`src/logic/timer_pkg.sv`:
```
// shared types and constants for the capture/compare/pwm timer
// Overview of operation
// - one 16-bit counter shared by channels
// - four channels, each capture, compare or pwm
// - capture copies counter on input event
// - compare output follows counter versus threshold
// - pwm shape follows successive compare writes
// - dead-time insertion only in pwm mode, when HAS_DEAD_TIME is set
// - events go out to event router
// - count clock ticks or input events
package timer_pkg;
  localparam int CNT_W = 16;
  localparam int NUM_CH = 4;
  localparam int DT_W = 8;
  localparam logic [CNT_W-1:0] CNT_RST = 16'h0000;
  localparam logic [CNT_W-1:0] CNT_MAX = 16'hFFFF;
  localparam logic [DT_W-1:0] DT_RST = 8'h00;

  // channel mode, one-hot
  typedef enum logic [2:0] {
    MODE_CAPTURE = 3'b001,
    MODE_COMPARE = 3'b010,
    MODE_PWM = 3'b100
  } ch_mode_type;

  // per-channel software setup
  typedef struct packed {
    ch_mode_type mode;
    logic [CNT_W-1:0] value;
    logic value_wr;
    logic irq_en;
    logic flag_clr;
  } ch_cfg_type;

  // per-channel outputs
  typedef struct packed {
    logic [CNT_W-1:0] capture;
    logic out;
    logic out_n;
    logic flag;
    logic event_pulse;
  } ch_stat_type;
endpackage

```
`src/logic/timer_capture_compare_pwm.sv`:
```
// sixteen-bit timer with capture, compare and pwm channels
module timer_capture_compare_pwm import timer_pkg::*; #(
  parameter int CHANNELS = NUM_CH,
  parameter bit HAS_DEAD_TIME = 1'b1
) (
  input wire logic core_clk,
  input wire logic rst,
  input wire logic run,
  input wire logic count_events,
  input wire logic count_pin,
  input wire logic [CHANNELS-1:0] capture_pin,
  input wire logic [DT_W-1:0] dead_time,
  input wire ch_cfg_type [CHANNELS-1:0] ch_cfg,
  input wire logic ovf_clr,
  output ch_stat_type [CHANNELS-1:0] ch_stat,
  output logic [CNT_W-1:0] count,
  output logic ovf_flag,
  output logic ovf_event,
  output logic irq
);

  logic [CNT_W-1:0] cnt_r;
  logic ovf_r;
  logic ovf_ev_r;
  logic irq_r;
  logic [2:0] cnt_pin_s;
  logic [CHANNELS-1:0] cap_s1;
  logic [CHANNELS-1:0] cap_s2;
  logic [CHANNELS-1:0] cap_s3;
  logic tick;
  logic wrap;

  // pins pass two flops; third stage only feeds edge detection
  // [0] meets the pin, [1] is the first safe copy, [2] the last level
  // reset clears the chain to the idle low, so no false edge follows
  always_ff @(posedge core_clk) begin
    if (rst) begin
      cnt_pin_s <= 3'h0;
      cap_s1 <= '0;
      cap_s2 <= '0;
      cap_s3 <= '0;
    end else begin
      cnt_pin_s <= {cnt_pin_s[1:0], count_pin};
      cap_s1 <= capture_pin;
      cap_s2 <= cap_s1;
      cap_s3 <= cap_s2;
    end
  end

  // tick source select
  // an event edge counts once: cnt_pin_s[2] holds the previous level
  assign tick = run & (count_events ? (cnt_pin_s[1] & ~cnt_pin_s[2])
                                    : 1'b1);
  // wrap is the last tick before the counter rolls to zero
  assign wrap = tick & (cnt_r == CNT_MAX);

  // shared time base
  // up-count only; there is no load or direction control
  always_ff @(posedge core_clk) begin
    if (rst) begin
      cnt_r <= CNT_RST;
    end else if (tick) begin
      cnt_r <= cnt_r + 16'h0001; // rolls to zero past the top
    end
  end

  // sticky overflow, set wins over clear
  // ovf_ev_r is the one-cycle copy that goes out to the event router
  always_ff @(posedge core_clk) begin
    if (rst) begin
      ovf_r <= 1'b0;
      ovf_ev_r <= 1'b0;
    end else begin
      ovf_r <= wrap | (ovf_r & ~ovf_clr);
      ovf_ev_r <= wrap;
    end
  end

  // masked flags feed the request; the flags stay visible unmasked
  logic [CHANNELS-1:0] flag_any;

  // identical channels, each in its own mode
  // CHANNELS may be cut to three for an instance with fewer outputs
  genvar i;
  generate
    for (i = 0; i < CHANNELS; i++) begin : g_ch
      logic [CNT_W-1:0] thr_r;
      logic [CNT_W-1:0] buf_r;
      logic [CNT_W-1:0] cap_r;
      logic out_r;
      logic raw_r;
      logic outn_r;
      logic flag_r;
      logic ev_r;
      logic [DT_W-1:0] dt_r;
      logic cap_ev;
      logic match;
      logic hit;
      ch_mode_type md;

      assign md = ch_cfg[i].mode;
      assign cap_ev = cap_s2[i] & ~cap_s3[i];
      // a match needs a tick, so a stopped counter does not match again
      assign match = tick & (cnt_r == thr_r);
      // event source per mode; an unused mode code raises nothing
      always_comb begin
        case (md)
          MODE_CAPTURE: hit = cap_ev;
          MODE_COMPARE: hit = match;
          MODE_PWM: hit = match;
          default: hit = 1'b0;
        endcase
      end

      // buffered compare value loads at wrap so each period takes
      // the next written value without a glitch mid-period
      // compare mode takes a new threshold at once
      always_ff @(posedge core_clk) begin
        if (rst) begin
          thr_r <= CNT_RST;
          buf_r <= CNT_RST;
        end else begin
          if (ch_cfg[i].value_wr) begin
            buf_r <= ch_cfg[i].value;
          end
          if (md != MODE_PWM && ch_cfg[i].value_wr) begin
            thr_r <= ch_cfg[i].value;
          end else if (md == MODE_PWM && wrap) begin
            thr_r <= ch_cfg[i].value_wr ? ch_cfg[i].value : buf_r;
          end
        end
      end

      // latch counter on capture event
      // a capture edge while another mode is selected is dropped
      always_ff @(posedge core_clk) begin
        if (rst) begin
          cap_r <= CNT_RST;
        end else if (md == MODE_CAPTURE && cap_ev) begin
          cap_r <= cnt_r;
        end
      end

      // compare output is counter at or above threshold
      // two register stages, raw_r then out_r, so the pin never shows a compare glitch
      always_ff @(posedge core_clk) begin
        if (rst) begin
          raw_r <= 1'b0;
        end else begin
          case (md)
            MODE_COMPARE: raw_r <= (cnt_r >= thr_r);
            MODE_PWM: raw_r <= (cnt_r < thr_r); // high from period start
            MODE_CAPTURE: raw_r <= 1'b0;
            default: raw_r <= 1'b0;
          endcase
        end
      end

      // dead time delays each rising edge, in pwm mode and only with HAS_DEAD_TIME set
      // a change of raw_r, or both sides low as after reset, opens a gap
      always_ff @(posedge core_clk) begin
        if (rst) begin
          dt_r <= DT_RST;
          out_r <= 1'b0;
          outn_r <= 1'b0;
        end else if (HAS_DEAD_TIME && md == MODE_PWM) begin
          if (raw_r != out_r || raw_r == outn_r) begin
            // >= so a dead_time lowered mid-gap cannot run the count past it
            if (dt_r >= dead_time) begin
              dt_r <= DT_RST;
              out_r <= raw_r;
              outn_r <= ~raw_r;
            end else begin
              dt_r <= dt_r + 8'h01;
              out_r <= 1'b0; // both sides off during the gap
              outn_r <= 1'b0;
            end
          end
        end else begin
          // other modes, or no dead time here: raw_r passes straight out
          dt_r <= DT_RST;
          out_r <= raw_r;
          outn_r <= ~raw_r;
        end
      end

      // sticky flag, set wins over clear
      always_ff @(posedge core_clk) begin
        if (rst) begin
          flag_r <= 1'b0;
          ev_r <= 1'b0;
        end else begin
          flag_r <= hit | (flag_r & ~ch_cfg[i].flag_clr);
          ev_r <= hit;
        end
      end

      assign flag_any[i] = flag_r & ch_cfg[i].irq_en;
      // status leaves straight from the channel registers
      assign ch_stat[i].capture = cap_r;
      assign ch_stat[i].out = out_r;
      assign ch_stat[i].out_n = outn_r;
      assign ch_stat[i].flag = flag_r;
      assign ch_stat[i].event_pulse = ev_r;
    end
  endgenerate

  // combined request is registered
  // registered so the request does not glitch while flags change
  always_ff @(posedge core_clk) begin
    if (rst) begin
      irq_r <= 1'b0;
    end else begin
      irq_r <= |flag_any;
    end
  end

  // every output is a register itself, no logic after the flop
  assign count = cnt_r;
  assign ovf_flag = ovf_r;
  assign ovf_event = ovf_ev_r;
  assign irq = irq_r;
endmodule

```
`config.mk`:
```
export PLATFORM = sky130hd
export DESIGN_NAME = timer_capture_compare_pwm
export DESIGN_NICKNAME = d
export VERILOG_FILES = /design/src/logic/timer_pkg.sv /design/src/logic/timer_capture_compare_pwm.sv
export SDC_FILE = /design/constraint.sdc
export NUM_CORES = 1
export LEC_CHECK = 0
export BUFFER_PORTS_ARGS = -buffer_cell sky130_fd_sc_hd__buf_2
export CAP_MARGIN = 30
export CORE_MARGIN = 2
export CORE_UTILIZATION = 48
export CTS_CLUSTER_DIAMETER = 60
export DETAILED_ROUTE_END_ITERATION = 10
export GPL_ROUTABILITY_DRIVEN = 0
export GPL_TIMING_DRIVEN = 0
export HOLD_SLACK_MARGIN = 0.05
export PLACE_DENSITY = 0.69
export SYNTH_ARGS = -nofsm -noshare
export SYNTH_HDL_FRONTEND = slang
export SYNTH_SLANG_ARGS = --single-unit
```
`constraint.sdc`:
```
create_clock -name core_clk -period 5.9 [get_ports core_clk]
set_input_delay 0 -clock core_clk [delete_from_list [all_inputs] [get_ports core_clk]]
set_output_delay 0 -clock core_clk [all_outputs]
set_load 0.01 [all_outputs]
```
==> results of run 1 <==
path summary, 6_finish.rpt:
check,start,to,slack (ns),cells after the start
setup / recovery,count[13],g_ch[3].flag_r,2.70,7
hold / removal,run,count[6],0.08,5
setup reg to reg,count[13],g_ch[3].flag_r,2.70,7
hold reg to reg,g_ch[0].raw_r,g_ch[0].outn_r,0.42,1
tightest hold or removal path: cells and delay by family:
kind	cells	cell delay, ns
AND/OR/NAND/NOR	2	0.27
AO/OA/AOI/OAI	2	0.20
buffers and inverters	1	0.09
through the flow:
stage | instances | cell area [um2] | setup WS [ns] | hold WS [ns] | power, mW
CTS | 2141 | 16700 | 2.82 | 0.0586 | 4.35
floorplan | 1421 | 13000 | 3.66 | 0.105 | 2.28
global placement | 1961 | 14400 | 3.15 | 0.213 | 2.40
global route | 2141 | 16700 | 2.60 | 0.105 | 4.50
detailed placement | 1961 | 14400 | 3.12 | 0.225 | 2.41
finish | 2141 | 16700 | 2.70 | 0.0782 | 4.34
area by class of cell:
| class | count | area [um2] | area share [%] |
|---|---|---|---|
| multi-input combinational | 988 | 6680 | 40.1 |
| timing repair buffer | 323 | 2240 | 13.4 |
| clock buffer | 44 | 875 | 5.25 |
| buffer | 75 | 444 | 2.67 |
| tap | 341 | 427 | 2.56 |
| clock inverter | 12 | 128 | 0.766 |
| sequential | 278 | 5570 | 33.4 |
| inverter | 80 | 300 | 1.80 |
sequential cells by signal (all words and copies together) (netlist names), 16 cells and up:
name        count
g_ch.buf_r     64
g_ch.cap_r     64
g_ch.thr_r     64
count          16
g_ch.dt_r      32
kinds of logic after synthesis:
kind of cell    count (synthesis)  synth area share, %
simple gates                  519                 17.9
xor+xnor                       32                 2.16
fa+ha+maj                     101                 9.73
mux                           136                 12.6
buf+inv                       155                 5.73
compound gates                200                 9.02
flops                         278                 42.8
synthesized netlist by cell type, types with 20 or more instances:
| cell | count |
|---|---|
| dfxtp_1 | 278 |
| a21oi_1 | 120 |
| buf_4 | 20 |
| inv_1 | 80 |
| mux2_2 | 24 |
| o21ai_0 | 23 |
| nand2_1 | 179 |
| mux2_4 | 40 |
| xor2_1 | 23 |
| nand3_1 | 30 |
| mux2i_1 | 68 |
| ha_1 | 101 |
| nor2b_1 | 33 |
| clkbuf_1 | 24 |
| nor2_1 | 194 |
layer usage:
layer	global-route usage, %	share of wire (%)	vias up
met4	7.50	2.7	0
met2	45.6	49	328
met1	32.3	43	5246
met5	0	0	-
met3	3.44	5.2	70
li1	-	-	5501
report_power, final:
group / internal (mW) / switching (mW)
Sequential: 1.94 / 0.0264
Combinational: 0.237 / 0.242
Clock: 1.12 / 0.781
Total: 3.30 / 1.05
==> run_results.csv, run 1 <==
group,metric,value,unit
layout,final_common_cell,"dfxtp_1",
layout,fin_nets,1984,
grt,grt_use_total,25.6,%
critical_path,crit_required,6.39,ns
detailed_routing,ant_nets,0,
critical_path,max_stage_delay,0.87,ns
yosys,synth_flop_cell,"dfxtp_1",
detailed_routing,vias,11100,
sta,fin_skew,0.0247,ns
critical_path,crit_chain,"ha_1 > and4_1 > nand3_1 > nor4_1 > a31oi_1 > a21oi_1 > dlygate4sd3_1",
yosys,synth_nets,1628,
floorplan,start_util,48.6,%
grt,overflow,0,
layout,areaGrowthSynthToFinish,28.2,%
floorplan,row_count,60,
yosys,yosysTopAreaCellShare,42.8,%
sta,fin_crit,3.20,ns
layout,fill_cells,2281,
critical_path,cp.arrival,3.69,ns
yosys,synth_edf_count,0,
run_status,status,"complete, no violations",
flow_run,max-cap-violations,0,
floorplan,chipWidth,169,um
sta,slew_violations,0,
power,p_per_area,261,nW/um2
floorplan,ios,205,
sta,worst_pin_slew,0.939,ns
critical_path,endpoint_kind,"flop",
sta,slew_headroom,37.3,%
sta,grt_setup_unrepaired,"no",
min_path,hold_class,"primary input to flop",
critical_path,slowest_stage,"dfxtp_1",
yosys,ys_ff_latch,278,
floorplan,core-area,26700,um2
yosys,yosysSeqAreaShare,42.8,%
yosys,ys_top_cells_by_area,"dfxtp_1 (43%), ha_1 (9.7%), nor2_1 (5.6%)",
layout,final_util,62.3,%
critical_path,critPathMaxFanout,12,
layout,final_cell_mix,"dfxtp_1 (278), buf_2 (203), nor2_1 (194), nand2_1 (179), dlygate4sd3_1 (125)",
power,irDropWorstVdd,218,uV
detailed_routing,drtIter0Drc,683,
clocking,clk_pin_slew_worst_paths,0.06,ns
critical_path,crit_type,"flop to flop",
clocking,cts_tree,"yes",
grt,grt_max_degree,15,
placement,detailed_place_hpwl,25600,um
yosys,syn_inst,1421,
yosys,synth_area,13000,um2
power,p_leak,7.48,nW
yosys,ys_types,61,
clocking,clkLatencyLatePin,0.56,ns
detailed_routing,first_pass_iters,5,
critical_path,start_kind,"flop",
grt,first_global_vias,10900,
clocking,postCtsSetupBuffers,0,
yosys,yosys_warnings,0,
grt,grt_pass1_wl,57900,um
critical_path,crit_family,"simple AND/OR/NAND/NOR gates",
detailed_routing,wl_per_cell,17.2,um
layout,drive_gt1_share,19.8,%
layout,n_antenna_cell,0,
detailed_routing,drc,0,
yosys,async_flop_share,0,%
detailed_routing,viasPerCell,5.21,
clocking,htreeDepth,1,
clocking,clock_path_buffers,3,
detailed_routing,wirelength,36800,um
sta,fin_tns_setup,0,ns
clocking,ctsHoldBuffers,124,
clocking,postCtsResizedCells,0,
yosys,synth_top_area_cell,"dfxtp_1",
clocking,cts_root_buf,"clkbuf_16",
sta,final.period_utilization,54.2,%
placement,io_buffers,199,
clocking,clock-sinks,278,
yosys,postSynthAreaPerCell,9.14,um2
clocking,cts_buffers,31,
critical_path,critical_path_buf_inv_count,1,
floorplan,dieArea,28400,um2
sta,setup_violations,0,
floorplan,die_h,169,um
sta,fmax,313,MHz
sta,finalHoldViolCount,0,
grt,antenna_found_initial,0,
Note: power is estimated with default switching activity, not from simulation.
==> run 2: changes to the inputs <==
clock period = 3.2 ns   (was 5.9 ns; I/O delays follow)
==> run_results.csv, run 2 (same netlist as run 1, synthesis figures left out) <==
group,metric,value,unit
clocking,clock_path_buffers,3,
detailed_routing,vias,11100,
clocking,cts_root_buf,"clkbuf_16",
detailed_routing,drc,0,
power,seqPwrFrac,45.3,%
layout,fin_nets,1984,
grt,grt_max_degree,15,
clocking,postCtsSetupBuffers,0,
flow_run,max-cap-violations,0,
detailed_routing,wirelength,36800,um
detailed_routing,wl_per_cell,17.2,um
power,p_switching,1.93,mW
critical_path,cp.arrival,3.62,ns
min_path,hold_class,"primary input to flop",
clocking,cts_buffers,31,
grt,antenna_found_initial,0,
power,sw_frac_of_total,24.1,%
sta,fin_tns_setup,0,ns
critical_path,start_kind,"flop",
layout,top_regs,"g_ch.buf_r x64, g_ch.cap_r x64, g_ch.thr_r x64",
grt,first_global_vias,10900,
placement,detailed_place_hpwl,25600,um
power,irDropWorstVdd,402,uV
critical_path,endpoint_kind,"flop",
layout,n_antenna_cell,0,
layout,final_cell_mix,"dfxtp_1 (276), buf_2 (203), nor2_1 (194), nand2_1 (179), dlygate4sd3_1 (125)",
sta,timing.hold.ws,0.0782,ns
sta,fin_crit,3.13,ns
clocking,clkLatencyLatePin,0.56,ns
placement,io_buffers,199,
sta,fin_skew,0.0247,ns
sta,final.period_utilization,97.8,%
floorplan,row_count,60,
power,clkPwrFrac,43.7,%
clocking,clk_pin_slew_worst_paths,0.06,ns
floorplan,ios,205,
grt,grt_pass1_wl,57900,um
layout,drive_gt1_share,19.9,%
power,power.share.combinational,11.0,%
detailed_routing,drtIter0Drc,683,
critical_path,crit_type,"flop to flop",
critical_path,max_stage_delay,0.79,ns
power,p_per_area,481,nW/um2
clocking,clock-sinks,278,
sta,setup_violations,0,
detailed_routing,first_pass_iters,5,
floorplan,core-area,26700,um2
critical_path,crit_required,3.69,ns
critical_path,crit_family,"simple AND/OR/NAND/NOR gates",
run_status,status,"complete, no violations",
floorplan,chipWidth,169,um
floorplan,die_h,169,um
floorplan,start_util,48.6,%
sta,fmax,320,MHz
sta,finalHoldViolCount,0,
layout,areaGrowthSynthToFinish,28.2,%
detailed_routing,ant_nets,0,
clocking,cts_tree,"yes",
sta,slew_headroom,37.3,%
sta,worst_pin_slew,0.939,ns
floorplan,dieArea,28400,um2
critical_path,critPathMaxFanout,11,
power,p_leak,7.48,nW
critical_path,crit_chain,"ha_1 > and4_1 > nand3_1 > nor4_1 > a31oi_1 > a21oi_1 > dlygate4sd3_1",
layout,final_common_cell,"dfxtp_1",
sta,slew_violations,0,
sta,grt_setup_unrepaired,"no",
critical_path,slowest_stage,"dfxtp_1",
grt,overflow,0,
critical_path,critical_path_buf_inv_count,1,
detailed_routing,viasPerCell,5.21,
grt,grt_use_total,25.6,%
clocking,htreeDepth,1,
power,intPower,6.08,mW
[run 2: cell counts in the layout (fill, tap and decap cells not counted)]
Identical to the previous run, type by type.
[run 2: area by class of cell]
class,instances,area (um2)
plain buffers,75,444
clock buffers,44,875
clock inverters,12,128
fillers,2282,10100
inverters,80,300
multi-input cells,988,6680
flip-flops and latches,278,5570
well taps,341,427
repair buffers,323,2240
[run 2: tightest hold or removal path, cell delays in order]
cell,delay (ns)
buf_2,0.09
a21boi_4,0.15
nand3_1,0.14
or3_1,0.13
a21oi_1,0.05
[run 2: stage by stage]
step | setup slack (ns) | instance area (um2) | total power [mW] | util [%] | instances
2_1_floorplan | 0.959 | 13000 | 4.20 | - | 1421
5_1_grt | 0.00238 | 16700 | 8.30 | 62.3 | 2141
3_5_place_dp | 0.424 | 14400 | 4.44 | 53.9 | 1961
3_3_place_gp | 0.445 | 14400 | 4.42 | 53.9 | 1961
4_1_cts | 0.118 | 16700 | 8.03 | 62.3 | 2141
6_report | 0.0714 | 16700 | 8.01 | 62.3 | 2141
[run 2: path summary, 6_finish.rpt]
path	from	endpoint	slack [ns]	depth (start not counted)
max reg2reg	count[15]	g_ch[3].flag_r	0.07	7
min	run	count[6]	0.08	5
max	count[15]	g_ch[3].flag_r	0.07	7
min reg2reg	g_ch[0].raw_r	g_ch[0].outn_r	0.42	1
[run 2: timing repair]
item                                    4_1_cts  5_1_grt
hold endpoints to repair                    170        0
endpoints found under the setup margin        0        1
gates resized for setup                       0        2
hold buffers                                124        0
[run 2: routing by layer]
| layer | wire, um | vias to the layer above | global-route usage [%] |
|---|---|---|---|
| met1 | 16000 | 5246 | 32.3 |
| met3 | 1900 | 70 | 3.44 |
| li1 | - | 5501 | - |
| met2 | 17900 | 328 | 45.6 |
| met5 | 0 | - | 0 |
| met4 | 1010 | 0 | 7.50 |
[run 2: power groups by stage]
stage / clock network [mW] / logic [mW] / registers, mW
2_1_floorplan: 0 / 0.514 / 3.69
3_5_place_dp: 0 / 0.740 / 3.70
4_1_cts: 3.53 / 0.868 / 3.63
3_3_place_gp: 0 / 0.720 / 3.70
5_1_grt: 3.69 / 0.966 / 3.64
6_report: 3.50 / 0.882 / 3.63
==> run 3: changes to the inputs <==
PLACE_DENSITY = 0.72   (was 0.69)
clock period = 2.8 ns   (was 3.2 ns; I/O delays follow)
==> run_results.csv, run 3 (same netlist as run 1, synthesis figures left out) <==
group,metric,value,unit
layout,final_common_cell,"dfxtp_1",
sta,finalHoldViolCount,0,
sta,slew_violations,0,
clocking,clkLatencyLatePin,0.55,ns
sta,fin_tns_setup,0,ns
layout,layout.cells.non_filler,2135,
sta,grt_setup_unrepaired,"no",
grt,grt_use_total,25.7,%
clocking,cts_tree,"yes",
grt,grt_max_degree,15,
clocking,postCtsSetupBuffers,0,
detailed_routing,vias,11200,
detailed_routing,viasPerCell,5.26,
clocking,cts_root_buf,"clkbuf_16",
layout,areaGrowthSynthToFinish,28.9,%
clocking,htreeDepth,1,
layout,final_cell_mix,"dfxtp_1 (274), buf_2 (204), nor2_1 (194), nand2_1 (179), dlygate4sd3_1 (122)",
critical_path,critPathMaxFanout,13,
clocking,cts_buffers,29,
flow_run,max-cap-violations,0,
power,p_leak,7.52,nW
floorplan,start_util,48.6,%
detailed_routing,drc,0,
grt,antenna_found_initial,0,
sta,slew_headroom,35.6,%
critical_path,crit_required,3.23,ns
sta,timing.hold.ws,0.0663,ns
min_path,hold_class,"primary input to flop",
run_status,status,"complete, no violations",
critical_path,cp.arrival,3.18,ns
placement,detailed_place_hpwl,25700,um
detailed_routing,wirelength,37100,um
sta,fmax,363,MHz
power,irDropWorstVdd,455,uV
placement,io_buffers,199,
power,p_per_area,573,nW/um2
floorplan,ios,205,
critical_path,endpoint_kind,"flop",
critical_path,reg2reg_slack,0.05,ns
floorplan,chipWidth,169,um
sta,worst_pin_slew,0.966,ns
clocking,clk_pin_slew_worst_paths,0.07,ns
grt,first_global_vias,10800,
detailed_routing,wl_per_cell,17.4,um
clocking,clock_path_buffers,3,
critical_path,start_kind,"flop",
grt,grt_pass1_wl,57500,um
placement,dpl.cell_count,1962,
sta,fin_skew,0.0190,ns
grt,overflow,0,
sta,final.period_utilization,98.3,%
floorplan,die_h,169,um
sta,fin_crit,2.75,ns
detailed_routing,ant_nets,0,
layout,fin_nets,1980,
critical_path,crit_type,"flop to flop",
floorplan,dieArea,28400,um2
detailed_routing,drtIter0Drc,684,
sta,setup_violations,0,
floorplan,row_count,60,
layout,top_regs,"g_ch.buf_r x64, g_ch.cap_r x64, g_ch.thr_r x64",
layout,drive_gt1_share,20.2,%
detailed_routing,first_pass_iters,5,
clocking,clock-sinks,278,
floorplan,core-area,26700,um2
run 3: area by class of cell:
cell class	count	area, um2
Antenna cell	1	2.50
Buffer	75	444
Clock buffer	34	785
Clock inverter	17	324
Fill cell	2169	9980
Inverter	80	300
Multi-Input combinational cell	988	6680
Sequential cell	278	5570
Tap cell	341	427
Timing Repair Buffer	321	2210
run 3: worst max-delay path, stage by stage (launching register included):
cell and delay [ns]:
dfxtp_1 0.86, and4_4 0.35, and3_1 0.18, and4_4 0.25
and3_4 0.19, buf_12 0.15, mux2i_4 0.13, buf_6 0.21
mux2_4 0.30
run 3: through the flow:
step                cell area [um2]  total power [mW]  util [%]  setup WS [ns]
floorplan                     13000              4.80         -          0.559
global placement              14400              5.05      53.9         0.0885
detailed placement            14400              5.07      53.9         0.0966
CTS                           16700              9.62      62.6         0.0387
global route                  16700              9.90      62.6        0.00193
finish                        16700              9.59      62.7         0.0488
run 3: timing repair:
action                                 CTS  global route
hold buffers                           121             0
endpoints found under the hold margin  163             0
setup endpoints to repair                0            39
resized for setup                        0             4
run 3: path summary, 6_finish.rpt:
| check | from | endpoint | cells past startpoint |
|---|---|---|---|
| setup reg to reg | count[5] | g_ch[1].thr_r[12] | 8 |
| hold / removal | run | count[6] | 5 |
| hold reg to reg | g_ch[0].raw_r | g_ch[0].outn_r | 1 |
| setup / recovery | count[5] | g_ch[1].thr_r[12] | 8 |
run 3: report_power, final:
part           total [mW]  internal [mW]  leakage, nW  switching, mW
Combinational        1.01          0.497         4.72          0.510
Clock                4.44           2.82        0.531           1.62
Sequential           4.15           4.09         2.27         0.0578
Total                9.59           7.41         7.52           2.18
run 3: per-layer routing:
| layer | wire [um] | global-route usage (%) | share of wire [%] | vias up |
|---|---|---|---|---|
| li1 | - | - | - | 5499 |
| met1 | 15700 | 32.3 | 42 | 5284 |
| met2 | 17600 | 44.3 | 47 | 358 |
| met3 | 2450 | 4.63 | 6.6 | 84 |
| met4 | 1370 | 9.41 | 3.7 | 0 |
| met5 | 0 | 0 | 0 | - |
